$ cat config.mk
export PLATFORM = sky130hd
export DESIGN_NAME = pin_function_multiplexer
export DESIGN_NICKNAME = d
export VERILOG_FILES = /design/src/common/pinmux_pkg.sv /design/src/core/boot_strap_latch.sv /design/src/core/pin_cell.sv /design/src/core/pin_function_multiplexer.sv
export SDC_FILE = /design/constraint.sdc
export NUM_CORES = 1
export LEC_CHECK = 0
export BUFFER_PORTS_ARGS = -buffer_cell sky130_fd_sc_hd__buf_2
export CAP_MARGIN = 10
export CORE_AREA = 2 2 147 149
export CTS_BUF_LIST = sky130_fd_sc_hd__clkbuf_16
export DETAILED_ROUTE_END_ITERATION = 8
export DIE_AREA = 0 0 149 151
export PLACE_DENSITY = 0.68
export SKIP_CTS_REPAIR_TIMING = 1
export SLEW_MARGIN = 25
export SYNTH_ARGS = -nofsm -noshare
export SYNTH_HDL_FRONTEND = slang
export SYNTH_SLANG_ARGS = --single-unit
$ cat constraint.sdc
create_clock -name mclk_i -period 3.8 [get_ports mclk_i]
set_input_delay 0.76 -clock mclk_i [delete_from_list [all_inputs] [get_ports mclk_i]]
set_output_delay 0.76 -clock mclk_i [all_outputs]
set_load 0.01 [all_outputs]
$ cat src/common/pinmux_pkg.sv
// package: register map, field layout, pin indices and carrier types of the pin function multiplexer
package pinmux_pkg;

	// register byte addresses on the APB
	localparam logic [31:0] FSEL0_ADDR = 32'h01C4_0000;
	localparam logic [31:0] FSEL1_ADDR = 32'h01C4_0004;

	// pin_function_select_0 field positions
	localparam int F0_RMII     = 0;
	localparam int F0_MODE_LO  = 1;
	localparam int F0_CS5      = 6;
	localparam int F0_CS4      = 8;
	localparam int F0_CS3      = 10;
	localparam int F0_BOOT_LO  = 16;
	localparam logic [31:0] FSEL0_WMASK = 32'h0000_054F;
	localparam logic [31:0] FSEL0_RMASK = 32'h0007_054F;

	// pin_function_select_1 field positions
	localparam int F1_TMR0     = 0;
	localparam int F1_HOST     = 1;
	localparam logic [31:0] FSEL1_WMASK = 32'h0000_0003;

	// reset values before the boot straps are taken
	localparam logic [31:0] FSEL0_RESET = 32'h0000_0000;
	localparam logic [31:0] FSEL1_RESET = 32'h0000_0000;

	// boot_memory_config_code values
	localparam logic [2:0] BOOT_GPIO  = 3'h0;
	localparam logic [2:0] BOOT_ASYNC = 3'h2;
	localparam logic [2:0] BOOT_NAND  = 3'h5;

	// clocks between reset release and strap capture (two synchroniser stages)
	localparam int STRAP_SETTLE = 2;

	// pin indices
	localparam int PIN_CS3     = 0;
	localparam int PIN_CS4     = 1;
	localparam int PIN_CS5     = 2;
	localparam int PIN_WAIT    = 3;
	localparam int PIN_OE      = 4;
	localparam int PIN_WE      = 5;
	localparam int PIN_TMR0    = 6;
	localparam int PIN_RMII_LO = 7;
	localparam int RMII_PINS   = 3;
	localparam int PIN_MEM_LO  = 10;
	localparam int MEM_PINS    = 8;
	localparam int PIN_HOST_LO = 18;
	localparam int HOST_PINS   = 4;
	localparam int NUM_PINS    = 22;

	// which source owns a pin
	typedef enum logic [1:0] {
		SRC_GPIO,
		SRC_FN_A,
		SRC_FN_B
	} pin_src_e;

	// major option of the memory-port block
	typedef enum logic [2:0] {
		OPT_A,
		OPT_B,
		OPT_C,
		OPT_D,
		OPT_E,
		OPT_F,
		OPT_OTHER
	} mem_option_e;

	// output value and drive request of one source for all pins
	typedef struct packed {
		logic [NUM_PINS-1:0] dout;
		logic [NUM_PINS-1:0] drive;
	} pin_drive_s;

	// boot configuration straps
	typedef struct packed {
		logic [2:0] boot_code;
		logic       rmii;
		logic       host;
	} strap_s;

endpackage

$ cat src/core/boot_strap_latch.sv
// boot strap synchroniser and capture after reset release
`timescale 1ns/1ps
`default_nettype none
module boot_strap_latch (
	input  wire logic              mclk_i,    // system clock
	input  wire logic              resetn_i,  // async reset, active low
	input  wire pinmux_pkg::strap_s strap_i,  // raw strap pins
	output var  pinmux_pkg::strap_s strap_o,  // captured straps
	output var  logic              load_o,    // one-cycle capture pulse
	output var  logic              done_o     // straps captured
);
	import pinmux_pkg::*;

	strap_s     sync1_r;
	strap_s     sync2_r;
	logic [1:0] cnt_r;
	logic       cap_w;

	// capture once the synchronised straps reflect the pins at release
	assign cap_w = !done_o && (cnt_r == 2'(STRAP_SETTLE));

	// two-stage synchroniser for the strap pins
	always_ff @(posedge mclk_i or negedge resetn_i) begin
		if (!resetn_i) begin
			sync1_r <= '0;
			sync2_r <= '0;
		end else begin
			sync1_r <= strap_i;
			sync2_r <= sync1_r;
		end
	end

	// settle counter and capture
	always_ff @(posedge mclk_i or negedge resetn_i) begin
		if (!resetn_i) begin
			cnt_r   <= '0;
			strap_o <= '0;
			load_o  <= 1'b0;
			done_o  <= 1'b0;
		end else begin
			load_o <= cap_w;
			if (!done_o && cnt_r != 2'(STRAP_SETTLE))
				cnt_r <= cnt_r + 2'd1;
			if (cap_w) begin
				strap_o <= sync2_r;
				done_o  <= 1'b1;
			end
		end
	end
endmodule
`default_nettype wire

$ cat src/core/pin_cell.sv
// one multiplexed pin: output select, drive enable and input routing
`timescale 1ns/1ps
`default_nettype none
module pin_cell (
	input  wire logic                 mclk_i,      // system clock
	input  wire logic                 resetn_i,    // async reset, active low
	input  wire pinmux_pkg::pin_src_e sel_i,       // owner of the pin
	input  wire logic                 gpio_dout_i, // gpio output value
	input  wire logic                 gpio_drv_i,  // gpio drives the pin
	input  wire logic                 fa_dout_i,   // function A output
	input  wire logic                 fa_drv_i,    // function A drives
	input  wire logic                 fb_dout_i,   // function B output
	input  wire logic                 fb_drv_i,    // function B drives
	input  wire logic                 pad_i,       // pin level, async
	output var  logic                 pad_o,       // pin output value
	output var  logic                 pad_oe_n_o,  // pin drive, active low
	output var  logic                 gpio_in_o,   // pin seen by gpio
	output var  logic                 fa_in_o,     // pin seen by function A
	output var  logic                 fb_in_o      // pin seen by function B
);
	import pinmux_pkg::*;

	logic pad_s1_r;
	logic pad_s2_r;
	logic dout_w;
	logic drv_w;

	// output selection from the current owner
	assign dout_w = (sel_i == SRC_FN_A) ? fa_dout_i : (sel_i == SRC_FN_B) ? fb_dout_i : gpio_dout_i;
	assign drv_w  = (sel_i == SRC_FN_A) ? fa_drv_i  : (sel_i == SRC_FN_B) ? fb_drv_i  : gpio_drv_i;

	// pin input synchroniser
	always_ff @(posedge mclk_i or negedge resetn_i) begin
		if (!resetn_i) begin
			pad_s1_r <= 1'b0;
			pad_s2_r <= 1'b0;
		end else begin
			pad_s1_r <= pad_i;
			pad_s2_r <= pad_s1_r;
		end
	end

	// registered pin drive and input routing; unselected owners see zero
	always_ff @(posedge mclk_i or negedge resetn_i) begin
		if (!resetn_i) begin
			pad_o      <= 1'b0;
			pad_oe_n_o <= 1'b1;
			gpio_in_o  <= 1'b0;
			fa_in_o    <= 1'b0;
			fb_in_o    <= 1'b0;
		end else begin
			pad_o      <= dout_w;
			pad_oe_n_o <= !drv_w;
			gpio_in_o  <= pad_s2_r && (sel_i == SRC_GPIO);
			fa_in_o    <= pad_s2_r && (sel_i == SRC_FN_A);
			fb_in_o    <= pad_s2_r && (sel_i == SRC_FN_B);
		end
	end
endmodule
`default_nettype wire

$ cat src/core/pin_function_multiplexer.sv
// pin function multiplexer: selection registers on APB, strap defaults, per-pin muxing
`timescale 1ns/1ps
`default_nettype none
// Overview of operation
// at reset, some fields of both selection registers default from boot strap pins
// strap pin states are captured as reset rises
// after reset, register writes change pin functions at once
// software selects a multi-block peripheral in every block it spans
// boot code 000, rmii 0: option A, all memory-port pins are gpio; code keeps wait, oe and we pins on the memory port
// boot code 000, rmii 1: option B, rmii plus gpio
// boot code 010, rmii 0: option C, async memory mode 2 plus gpio
// boot code 010, rmii 1: option D, async memory, rmii, few gpio
// boot code 101, rmii 0: option E, nand mode 5 plus gpio
// boot code 101, rmii 1: option F, nand mode 5, rmii, gpio
// wait, output-enable, write-enable pins always serve the memory port
// select register 0 steers only memory-port block pins
// some pins decode their function from several fields together
// software writes zero to reserved bits
// bits 18:16 of select register 0 have no effect, may read nonzero
// timer0 pin is shared by timer0 and the serial port external clock
// bit 10 alone: 0 gives gpio line 13, 1 gives chip select 3
// bit 8 at 0: gpio 32 or rmii rxd0 by rmii; 1: chip select 4
// pin drive and input routing follow registers; unselected functions see inactive inputs
module pin_function_multiplexer (
	input  wire logic                          mclk_i,     // system clock, 10 MHz
	input  wire logic                          resetn_i,   // async reset, active low
	input  wire logic [31:0]                   paddr,      // apb address
	input  wire logic                          psel,       // apb select
	input  wire logic                          penable,    // apb access phase
	input  wire logic                          pwrite,     // apb write
	input  wire logic [31:0]                   pwdata,     // apb write data
	output var  logic [31:0]                   prdata,     // apb read data
	output var  logic                          pready,     // apb ready
	output var  logic                          pslverr,    // apb error, unmapped address
	input  wire pinmux_pkg::strap_s            strap_i,    // raw boot strap pins
	input  wire pinmux_pkg::pin_drive_s        gpio_i,     // gpio outputs per pin
	input  wire pinmux_pkg::pin_drive_s        fn_a_i,     // function A outputs per pin
	input  wire pinmux_pkg::pin_drive_s        fn_b_i,     // function B outputs per pin
	input  wire logic [pinmux_pkg::NUM_PINS-1:0] pad_i,    // pin levels
	output var  logic [pinmux_pkg::NUM_PINS-1:0] pad_o,    // pin output values
	output var  logic [pinmux_pkg::NUM_PINS-1:0] pad_oe_n_o, // pin drive, active low
	output var  logic [pinmux_pkg::NUM_PINS-1:0] gpio_in_o,  // pin inputs to gpio
	output var  logic [pinmux_pkg::NUM_PINS-1:0] fn_a_in_o,  // pin inputs to function A
	output var  logic [pinmux_pkg::NUM_PINS-1:0] fn_b_in_o,  // pin inputs to function B
	output var  pinmux_pkg::mem_option_e       mem_option_o  // major option of memory-port block
);
	import pinmux_pkg::*;

	logic [31:0]   fsel0_r;
	logic [31:0]   fsel1_r;
	logic [31:0]   prdata_nxt;
	logic          pready_nxt;
	logic          pslverr_nxt;
	strap_s        strap_w;
	logic          strap_load_w;
	logic          strap_done_w;
	logic          setup_w;
	logic          hit0_w;
	logic          hit1_w;
	logic          wr0_w;
	logic          wr1_w;
	logic [31:0]   fsel0_def_w;
	logic [31:0]   fsel1_def_w;
	logic [2:0]    mode_w;
	logic          rmii_w;
	logic          mem_on_w;
	mem_option_e   option_nxt;
	pin_src_e      sel_w [NUM_PINS];

	// strap capture
	boot_strap_latch u_strap (
		.mclk_i   (mclk_i),
		.resetn_i (resetn_i),
		.strap_i  (strap_i),
		.strap_o  (strap_w),
		.load_o   (strap_load_w),
		.done_o   (strap_done_w)
	);

	// apb decode: answer one cycle after setup, writes at the completing edge
	assign setup_w = psel && !penable;
	assign hit0_w  = (paddr == FSEL0_ADDR);
	assign hit1_w  = (paddr == FSEL1_ADDR);
	assign wr0_w   = psel && penable && pready && pwrite && hit0_w && !pslverr;
	assign wr1_w   = psel && penable && pready && pwrite && hit1_w && !pslverr;
	assign pready_nxt  = setup_w;
	assign pslverr_nxt = setup_w && !(hit0_w || hit1_w);
	assign prdata_nxt  = !setup_w ? 32'h0000_0000 :
	                     hit0_w   ? (fsel0_r & FSEL0_RMASK) :
	                     hit1_w   ? (fsel1_r & FSEL1_WMASK) : 32'h0000_0000;

	// defaults built from the captured straps; chip select fields default to zero, leaving those pins gpio or rmii
	assign fsel0_def_w = FSEL0_RESET | ({29'h0000_0000, strap_w.boot_code} << F0_BOOT_LO)
	                     | ({29'h0000_0000, strap_w.boot_code} << F0_MODE_LO)
	                     | ({31'h0000_0000, strap_w.rmii} << F0_RMII);
	assign fsel1_def_w = FSEL1_RESET | ({31'h0000_0000, strap_w.host} << F1_HOST);

	// apb response registers
	always_ff @(posedge mclk_i or negedge resetn_i) begin
		if (!resetn_i) begin
			pready  <= 1'b0;
			pslverr <= 1'b0;
			prdata  <= 32'h0000_0000;
		end else begin
			pready  <= pready_nxt;
			pslverr <= pslverr_nxt;
			prdata  <= prdata_nxt;
		end
	end

	// selection registers: strap defaults, then software writes; reserved bits never stored
	always_ff @(posedge mclk_i or negedge resetn_i) begin
		if (!resetn_i) begin
			fsel0_r <= FSEL0_RESET;
			fsel1_r <= FSEL1_RESET;
		end else if (strap_load_w) begin
			fsel0_r <= fsel0_def_w;
			fsel1_r <= fsel1_def_w;
		end else begin
			if (wr0_w)
				fsel0_r <= (pwdata & FSEL0_WMASK) | (fsel0_r & ~FSEL0_WMASK);
			if (wr1_w)
				fsel1_r <= pwdata & FSEL1_WMASK;
		end
	end

	// memory-port block decode from several fields
	assign mode_w   = fsel0_r[F0_MODE_LO +: 3];
	assign rmii_w   = fsel0_r[F0_RMII];
	assign mem_on_w = (mode_w == BOOT_ASYNC) || (mode_w == BOOT_NAND);

	// major option of the memory-port block
	always_comb begin
		case (mode_w)
			BOOT_GPIO:  option_nxt = rmii_w ? OPT_B : OPT_A;
			BOOT_ASYNC: option_nxt = rmii_w ? OPT_D : OPT_C;
			BOOT_NAND:  option_nxt = rmii_w ? OPT_F : OPT_E;
			default:    option_nxt = OPT_OTHER;
		endcase
	end

	always_ff @(posedge mclk_i or negedge resetn_i) begin
		if (!resetn_i)
			mem_option_o <= OPT_OTHER;
		else
			mem_option_o <= option_nxt;
	end

	// per-pin owner; function B is the memory port on memory-port block pins
	always_comb begin
		for (int i = 0; i < NUM_PINS; i++)
			sel_w[i] = SRC_GPIO;
		sel_w[PIN_CS3] = fsel0_r[F0_CS3] ? SRC_FN_B : SRC_GPIO;
		sel_w[PIN_CS4] = fsel0_r[F0_CS4] ? SRC_FN_B : rmii_w ? SRC_FN_A : SRC_GPIO;
		sel_w[PIN_CS5] = fsel0_r[F0_CS5] ? SRC_FN_B : rmii_w ? SRC_FN_A : SRC_GPIO;
		sel_w[PIN_WAIT] = SRC_FN_B;
		sel_w[PIN_OE]   = SRC_FN_B;
		sel_w[PIN_WE]   = SRC_FN_B;
		sel_w[PIN_TMR0] = fsel1_r[F1_TMR0] ? SRC_FN_B : SRC_FN_A;
		for (int i = 0; i < RMII_PINS; i++)
			sel_w[PIN_RMII_LO + i] = rmii_w ? SRC_FN_A : SRC_GPIO;
		for (int i = 0; i < MEM_PINS; i++)
			sel_w[PIN_MEM_LO + i] = mem_on_w ? SRC_FN_B : SRC_GPIO;
		for (int i = 0; i < HOST_PINS; i++)
			sel_w[PIN_HOST_LO + i] = fsel1_r[F1_HOST] ? SRC_FN_A : SRC_GPIO;
	end

	// one pin cell per pin
	for (genvar g = 0; g < NUM_PINS; g++) begin : g_pin
		pin_cell u_cell (
			.mclk_i      (mclk_i),
			.resetn_i    (resetn_i),
			.sel_i       (sel_w[g]),
			.gpio_dout_i (gpio_i.dout[g]),
			.gpio_drv_i  (gpio_i.drive[g]),
			.fa_dout_i   (fn_a_i.dout[g]),
			.fa_drv_i    (fn_a_i.drive[g]),
			.fb_dout_i   (fn_b_i.dout[g]),
			.fb_drv_i    (fn_b_i.drive[g]),
			.pad_i       (pad_i[g]),
			.pad_o       (pad_o[g]),
			.pad_oe_n_o  (pad_oe_n_o[g]),
			.gpio_in_o   (gpio_in_o[g]),
			.fa_in_o     (fn_a_in_o[g]),
			.fb_in_o     (fn_b_in_o[g])
		);
	end

	// strap capture lands the boot code and rmii strap in register 0
	AST_STRAP_DEFAULT: assert property (@(posedge mclk_i) disable iff (!resetn_i)
		$rose(strap_done_w) |=> fsel0_r[F0_MODE_LO +: 3] == strap_w.boot_code
		&& fsel0_r[F0_RMII] == strap_w.rmii && fsel0_r[F0_BOOT_LO +: 3] == strap_w.boot_code
		&& fsel0_r[F0_CS3] == 1'b0)
		else $error("strap defaults not loaded");

	// a write to register 0 lands at the completing edge
	AST_WRITE_EFFECT: assert property (@(posedge mclk_i) disable iff (!resetn_i)
		wr0_w |=> (fsel0_r & FSEL0_WMASK) == ($past(pwdata) & FSEL0_WMASK))
		else $error("write to select register 0 lost");

	// chip select 3 pin follows bit 10 alone
	AST_CS3_PIN: assert property (@(posedge mclk_i) disable iff (!resetn_i)
		##1 $past(fsel0_r[F0_CS3]) |-> pad_oe_n_o[PIN_CS3] == !$past(fn_b_i.drive[PIN_CS3]))
		else $error("chip select 3 pin not memory port");

	// chip select 4 pin: rmii receive input when bit 8 clear and rmii set
	AST_CS4_RMII: assert property (@(posedge mclk_i) disable iff (!resetn_i)
		##1 (!$past(fsel0_r[F0_CS4]) && $past(rmii_w)) |->
		pad_oe_n_o[PIN_CS4] == !$past(fn_a_i.drive[PIN_CS4]) && fn_b_in_o[PIN_CS4] == 1'b0)
		else $error("chip select 4 pin not routed to rmii");

	// fixed memory control pins always driven by the memory port
	AST_FIXED_CTRL: assert property (@(posedge mclk_i) disable iff (!resetn_i)
		$past(resetn_i) |-> pad_oe_n_o[PIN_OE] == !$past(fn_b_i.drive[PIN_OE])
		&& pad_o[PIN_WE] == $past(fn_b_i.dout[PIN_WE]) && gpio_in_o[PIN_WAIT] == 1'b0)
		else $error("memory control pin left the memory port");

	// reserved bits 31:19, 15:11 and 9 read zero; bits 18:16 read the latched code
	AST_RSV_READ: assert property (@(posedge mclk_i) disable iff (!resetn_i)
		(setup_w && hit0_w && strap_done_w && !strap_load_w) |=>
		prdata[31:19] == 13'h0000 && prdata[15:11] == 5'h00 && prdata[9] == 1'b0
		&& prdata[18:16] == strap_w.boot_code)
		else $error("select register 0 read shows reserved bits");

	// timer0 pin feeds only timer0 while the serial clock is not chosen
	AST_TMR0_SHARE: assert property (@(posedge mclk_i) disable iff (!resetn_i)
		##1 !$past(fsel1_r[F1_TMR0]) |-> fn_b_in_o[PIN_TMR0] == 1'b0 && gpio_in_o[PIN_TMR0] == 1'b0)
		else $error("serial clock sees timer0 pin while unselected");

	// memory data pins are gpio in options A and B
	AST_MEM_GPIO: assert property (@(posedge mclk_i) disable iff (!resetn_i)
		$past(resetn_i) && $past(mode_w) == BOOT_GPIO |->
		pad_oe_n_o[PIN_MEM_LO] == !$past(gpio_i.drive[PIN_MEM_LO]) && fn_b_in_o[PIN_MEM_LO] == 1'b0)
		else $error("memory data pin not gpio in option A or B");

	// option F in nand mode with rmii
	AST_OPTION: assert property (@(posedge mclk_i) disable iff (!resetn_i) // only
		($past(mode_w) == BOOT_NAND && $past(rmii_w)) |-> mem_option_o == OPT_F)
		else $error("major option wrong for nand with rmii");

	// apb answers exactly one cycle after setup
	AST_APB_READY: assert property (@(posedge mclk_i) disable iff (!resetn_i)
		setup_w |=> pready ##1 !pready)
		else $error("apb ready not one cycle after setup");

	// cs3 pin is gpio while bit 10 is clear
	AST_CS3_GPIO: assert property (@(posedge mclk_i) disable iff (!resetn_i)
		$past(resetn_i) && !$past(fsel0_r[F0_CS3]) |->
		pad_o[PIN_CS3] == $past(gpio_i.dout[PIN_CS3]) && fn_b_in_o[PIN_CS3] == 1'b0)
		else $error("chip select 3 pin not gpio");

	// cs4 wins over rmii when bit 8 is set
	AST_CS4_CHIPSEL: assert property (@(posedge mclk_i) disable iff (!resetn_i)
		$past(resetn_i) && $past(fsel0_r[F0_CS4]) |->
		pad_oe_n_o[PIN_CS4] == !$past(fn_b_i.drive[PIN_CS4]) && fn_a_in_o[PIN_CS4] == 1'b0)
		else $error("chip select 4 pin not memory port");

	// cs5 pin carries rmii data with bit 6 clear and rmii set
	AST_CS5_RMII: assert property (@(posedge mclk_i) disable iff (!resetn_i)
		$past(resetn_i) && !$past(fsel0_r[F0_CS5]) && $past(rmii_w) |->
		pad_o[PIN_CS5] == $past(fn_a_i.dout[PIN_CS5]) && gpio_in_o[PIN_CS5] == 1'b0)
		else $error("chip select 5 pin not routed to rmii");

	// rmii pins belong to the mac while rmii is set
	AST_RMII_PINS: assert property (@(posedge mclk_i) disable iff (!resetn_i)
		$past(resetn_i) && $past(rmii_w) |->
		pad_oe_n_o[PIN_RMII_LO] == !$past(fn_a_i.drive[PIN_RMII_LO]) && gpio_in_o[PIN_RMII_LO] == 1'b0)
		else $error("rmii pin not owned by the mac");

	// memory data pins serve the memory port in async and nand modes
	AST_MEM_PORT: assert property (@(posedge mclk_i) disable iff (!resetn_i)
		$past(resetn_i) && $past(mem_on_w) |->
		pad_o[PIN_MEM_LO + MEM_PINS - 1] == $past(fn_b_i.dout[PIN_MEM_LO + MEM_PINS - 1])
		&& gpio_in_o[PIN_MEM_LO] == 1'b0)
		else $error("memory data pin not memory port");

	// host pins stay gpio while the register 1 host bit is clear, whatever register 0 holds
	AST_HOST_GPIO: assert property (@(posedge mclk_i) disable iff (!resetn_i)
		$past(resetn_i) && !$past(fsel1_r[F1_HOST]) |->
		pad_oe_n_o[PIN_HOST_LO] == !$past(gpio_i.drive[PIN_HOST_LO]) && fn_a_in_o[PIN_HOST_LO] == 1'b0)
		else $error("host pin left gpio");

	// timer0 pin serves only the serial clock when chosen
	AST_TMR0_CLK: assert property (@(posedge mclk_i) disable iff (!resetn_i)
		$past(resetn_i) && $past(fsel1_r[F1_TMR0]) |->
		pad_o[PIN_TMR0] == $past(fn_b_i.dout[PIN_TMR0]) && fn_a_in_o[PIN_TMR0] == 1'b0)
		else $error("timer0 sees its pin while serial clock chosen");

	// option A or B in gpio mode
	AST_OPTION_GPIO: assert property (@(posedge mclk_i) disable iff (!resetn_i)
		$past(resetn_i) && $past(mode_w) == BOOT_GPIO |-> mem_option_o == ($past(rmii_w) ? OPT_B : OPT_A))
		else $error("major option wrong for gpio mode");

	// option E in nand mode without rmii
	AST_OPTION_NAND_E: assert property (@(posedge mclk_i) disable iff (!resetn_i)
		$past(resetn_i) && $past(mode_w) == BOOT_NAND && !$past(rmii_w) |-> mem_option_o == OPT_E)
		else $error("major option wrong for nand without rmii");

	// writes never touch the latched boot code copy
	AST_BOOT_COPY: assert property (@(posedge mclk_i) disable iff (!resetn_i)
		wr0_w |=> fsel0_r[F0_BOOT_LO +: 3] == $past(fsel0_r[F0_BOOT_LO +: 3]))
		else $error("write changed the boot code copy");

	// a write to register 1 lands at the completing edge
	AST_WRITE1_EFFECT: assert property (@(posedge mclk_i) disable iff (!resetn_i)
		wr1_w |=> fsel1_r == ($past(pwdata) & FSEL1_WMASK))
		else $error("write to select register 1 lost");

endmodule
`default_nettype wire

==> flow_metrics.py <==
metrics = {
    "run_status": {
        "status": "completed",
    },
    "clock_tree": {
        "clock-root-buffer": "clkbuf_16",
        "clock_tree.htree_level_count": 4,
        "cts.clk_slew.worst_paths_ns": 0.07,
        "cts_tree": "done",
        "insertion_delay_ns": 0.42,
        "cts_buffers": 17,
        "cts.sink_count": 177,
        "clockBufferDepth": 2,
    },
    "global_route": {
        "grt_use_total_pct": 11.61,
        "grt_remaining_overflow": 0,
        "antenna_found_initial": 0,
        "grt_pass1_wl_um": 19570,
        "grt_pass1_vias": 3686,
        "grt_max_degree": 97,
    },
    "final_layout": {
        "finalNonFillerCells": 975,
        "drive_gt1_share_pct": 49.29,
        "nets": 916,
        "diodes": 0,
        "area_growth_pct": 19.39,
    },
    "setup_path": {
        "path_max_fanout": 12,
        "required_ns": 4.10,
        "crit_type": "primary input to flip-flop",
        "crit_chain": "buf_2, nor4_1, nand4_1, o311a_1, a221o_1",
        "endpoint_kind": "flip-flop",
        "slowest_stage": "nand4_1",
        "worstPathArrival_ns": 2.57,
        "slowest_delay_ns": 0.57,
        "crit_path_start_kind": "primary input",
    },
    "place": {
        "dp_hpwl_um": 10080,
        "dp.cells": 943,
        "io_buffer_count": 258,
        "gp_congestion": 0.7506,
    },
    "sta": {
        "fin_tns_setup_ns": 0,
        "fmax_mhz": 441.5,
        "rsz0062_at_grt": "no",
        "min_period_ns": 2.265,
        "worst_slew_pin_slew_ns": 0.8694,
        "fin_crit_sh_pct": 59.61,
        "skew_ns": 0.008268,
        "slew_headroom_pct": 42.04,
        "hold_violations": 0,
        "setup_viol": 0,
        "slew_violations": 0,
    },
    "synth": {
        "synth_top_family_by_area": "buffers and inverters",
        "synth_seq_cells": 177,
        "synth_warnings": 0,
        "synth_ff_type": "dfrtp_1",
        "synthesis.area_um2": 6903,
        "synth_compound_area_share_pct": 2.864,
        "async_reset_ff_share_pct": 100.0,
        "synth_edf_count": 0,
        "synth_fa_ha_area_share_pct": 0.1813,
        "yosys-mux-area-fraction_pct": 6.924,
        "synthSimpleGateAreaFrac_pct": 9.117,
        "synth_cell_types": 42,
        "yosysSeqAreaShare_pct": 64.60,
        "synth.avg_cell_area_um2": 13.43,
        "syn_inst": 514,
        "synth_xor_area_share_pct": 0.1269,
    },
    "worst_hold_path": {
        "hp-class": "flip-flop to flip-flop",
    },
    "run": {
        "maxCapViolCount": 0,
    },
    "power_and_ir_drop": {
        "power_density_nw_per_um2": 485.9,
        "p_leak_nw": 4.156,
        "vdd_ir_drop_max_uv": 288.6,
    },
    "floorplanning": {
        "die_w_um": 149,
        "start_util_pct": 33.15,
        "pin_count": 375,
        "die_h_um": 151,
        "placementRows": 53,
        "core_area_um2": 20820,
        "dieArea_um2": 22500,
    },
    "route": {
        "firstDrtPassIters": 4,
        "vias": 3919,
        "drc": 0,
        "wire_per_inst_um": 13.90,
        "vias_per_cell": 4.019,
        "drt_iter0_drc": 237,
        "ant_nets": 0,
        "routed_wl_um": 13550,
    },
}
[worst max-delay path, delay by kind of cell]
| family | cells | cell delay (ns) |
|---|---|---|
| buffers and inverters | 1 | 0.10 |
| AOI/OAI and AO/OA | 2 | 0.79 |
| and+or+nand+nor | 2 | 0.91 |
[worst paths after layout]
check / startpoint / end / slack (ns) / cells past startpoint
worst max-delay path: paddr[31] / fsel1_r[1] / 1.53 / 5
worst min-delay path: g_pin[9].u_cell.pad_s1_r / g_pin[9].u_cell.pad_s2_r / 0.35 / 0
worst max register to register: fsel0_r[1] / g_pin[15].u_cell.pad_o / 1.97 / 4
worst min register to register: g_pin[9].u_cell.pad_s1_r / g_pin[9].u_cell.pad_s2_r / 0.35 / 0
max in group asynchronous: resetn_i / pready / 2.41 / 2
min in group asynchronous: resetn_i / g_pin[17].u_cell.pad_s2_r / 0.41 / 1
[synthesized netlist by cell type, drive strengths merged (2+ instances only)]
cell,n,share of area (%)
dfrtp,153,55
buf,138,15
and2,35,3.2
dfstp,24,9.1
mux2i,23,3.3
mux2,22,3.6
clkbuf,13,0.71
nor2b,13,1.2
inv,11,0.60
nand4,9,0.82
a21oi,8,0.63
nand2,8,0.44
nor2,6,0.33
o21ai,6,0.44
nor3,5,0.36
nor4,5,0.76
o31ai,5,0.54
nand3,3,0.22
o311ai,3,0.38
a21o,2,0.22
and3b,2,0.25
and4,2,0.25
nor3b,2,0.22
nor4b,2,0.44
[logic make-up after synthesis]
family	count (synthesis)
AND/OR/NAND/NOR	98
buffers and inverters	162
XOR/XNOR	1
adder cells (fa/ha/maj)	1
other	1
flip-flops	177
multiplexers	45
AO/OA/AOI/OAI	29
[registers in the layout (all words and copies together) (netlist names), 2 cells and up]
name / count
g_pin.u_cell.pad_o: 22
fsel1_r: 2
g_pin.u_cell.fb_in_o: 15
g_pin.u_cell.pad_oe_n_o: 22
g_pin.u_cell.gpio_in_o: 18
mem_option_o: 3
g_pin.u_cell.pad_s2_r: 22
u_strap.sync1_r: 5
fsel0_r: 10
u_strap.strap_o: 5
g_pin.u_cell.fa_in_o: 10
u_strap.sync2_r: 5
prdata: 10
g_pin.u_cell.pad_s1_r: 22
u_strap.cnt_r: 2
[metal layers]
layer  global-route usage, %  up-vias  wire length, µm
li1                        -     1859                -
met1                   13.28     1906             5288
met2                   20.58      143             7270
met3                   3.072       11              827
met4                   4.905        0              167
met5                       0        -                0
[cell type report]
cell class | count | area (µm²)
tap | 275 | 344.1
multi-input combinational | 219 | 1495
timing repair buffer | 261 | 1335
clock buffer | 17 | 425.4
clock inverter | 15 | 141.4
inverter | 11 | 41.29
fill | 1981 | 12580
sequential | 177 | 4459
[metrics by stage]
step                      total power, mW  util [%]  hold slack (ns)  instance area [µm²]  setup WS [ns]
after floorplan                     2.294         -           0.3312                 7068          1.853
after global placement              2.380     36.86           0.3318                 7675          1.161
after detailed placement            2.390     36.86           0.3347                 7675          1.112
after CTS                           4.073     39.58           0.3490                 8242          1.563
after global routing                4.189     39.58           0.3496                 8242          1.317
final                               4.005     39.58           0.3463                 8242          1.535
[placed cells by master (no fill, tap or decap), types with 2 or more instances in the layout]
| cell type | instances |
|---|---|
| a21o_1 | 2 |
| a21oi_1 | 7 |
| and2_1 | 35 |
| and3b_1 | 2 |
| and4_1 | 2 |
| buf_2 | 257 |
| buf_4 | 2 |
| clkbuf_16 | 17 |
| clkinv_4 | 4 |
| conb_1 | 45 |
| dfrtp_1 | 153 |
| dfstp_2 | 24 |
| inv_1 | 11 |
| inv_6 | 2 |
| inv_8 | 5 |
| mux2_2 | 22 |
| mux2i_1 | 23 |
| nand2_1 | 8 |
| nand3_1 | 3 |
| nand4_1 | 9 |
| nor2_1 | 6 |
| nor2b_1 | 13 |
| nor3_1 | 5 |
| nor3b_1 | 2 |
| nor4_1 | 3 |
| nor4b_2 | 2 |
| o21ai_0 | 6 |
| o311ai_0 | 3 |
| o31ai_1 | 5 |
[report_power, final]
group          switching (mW)  internal (mW)  total, mW
registers              0.0306           1.99       2.02
logic                   0.177          0.146      0.323
clock network           0.791          0.869       1.66
total                   0.998           3.01       4.00
No activity file was read; power rests on OpenSTA's default activity.
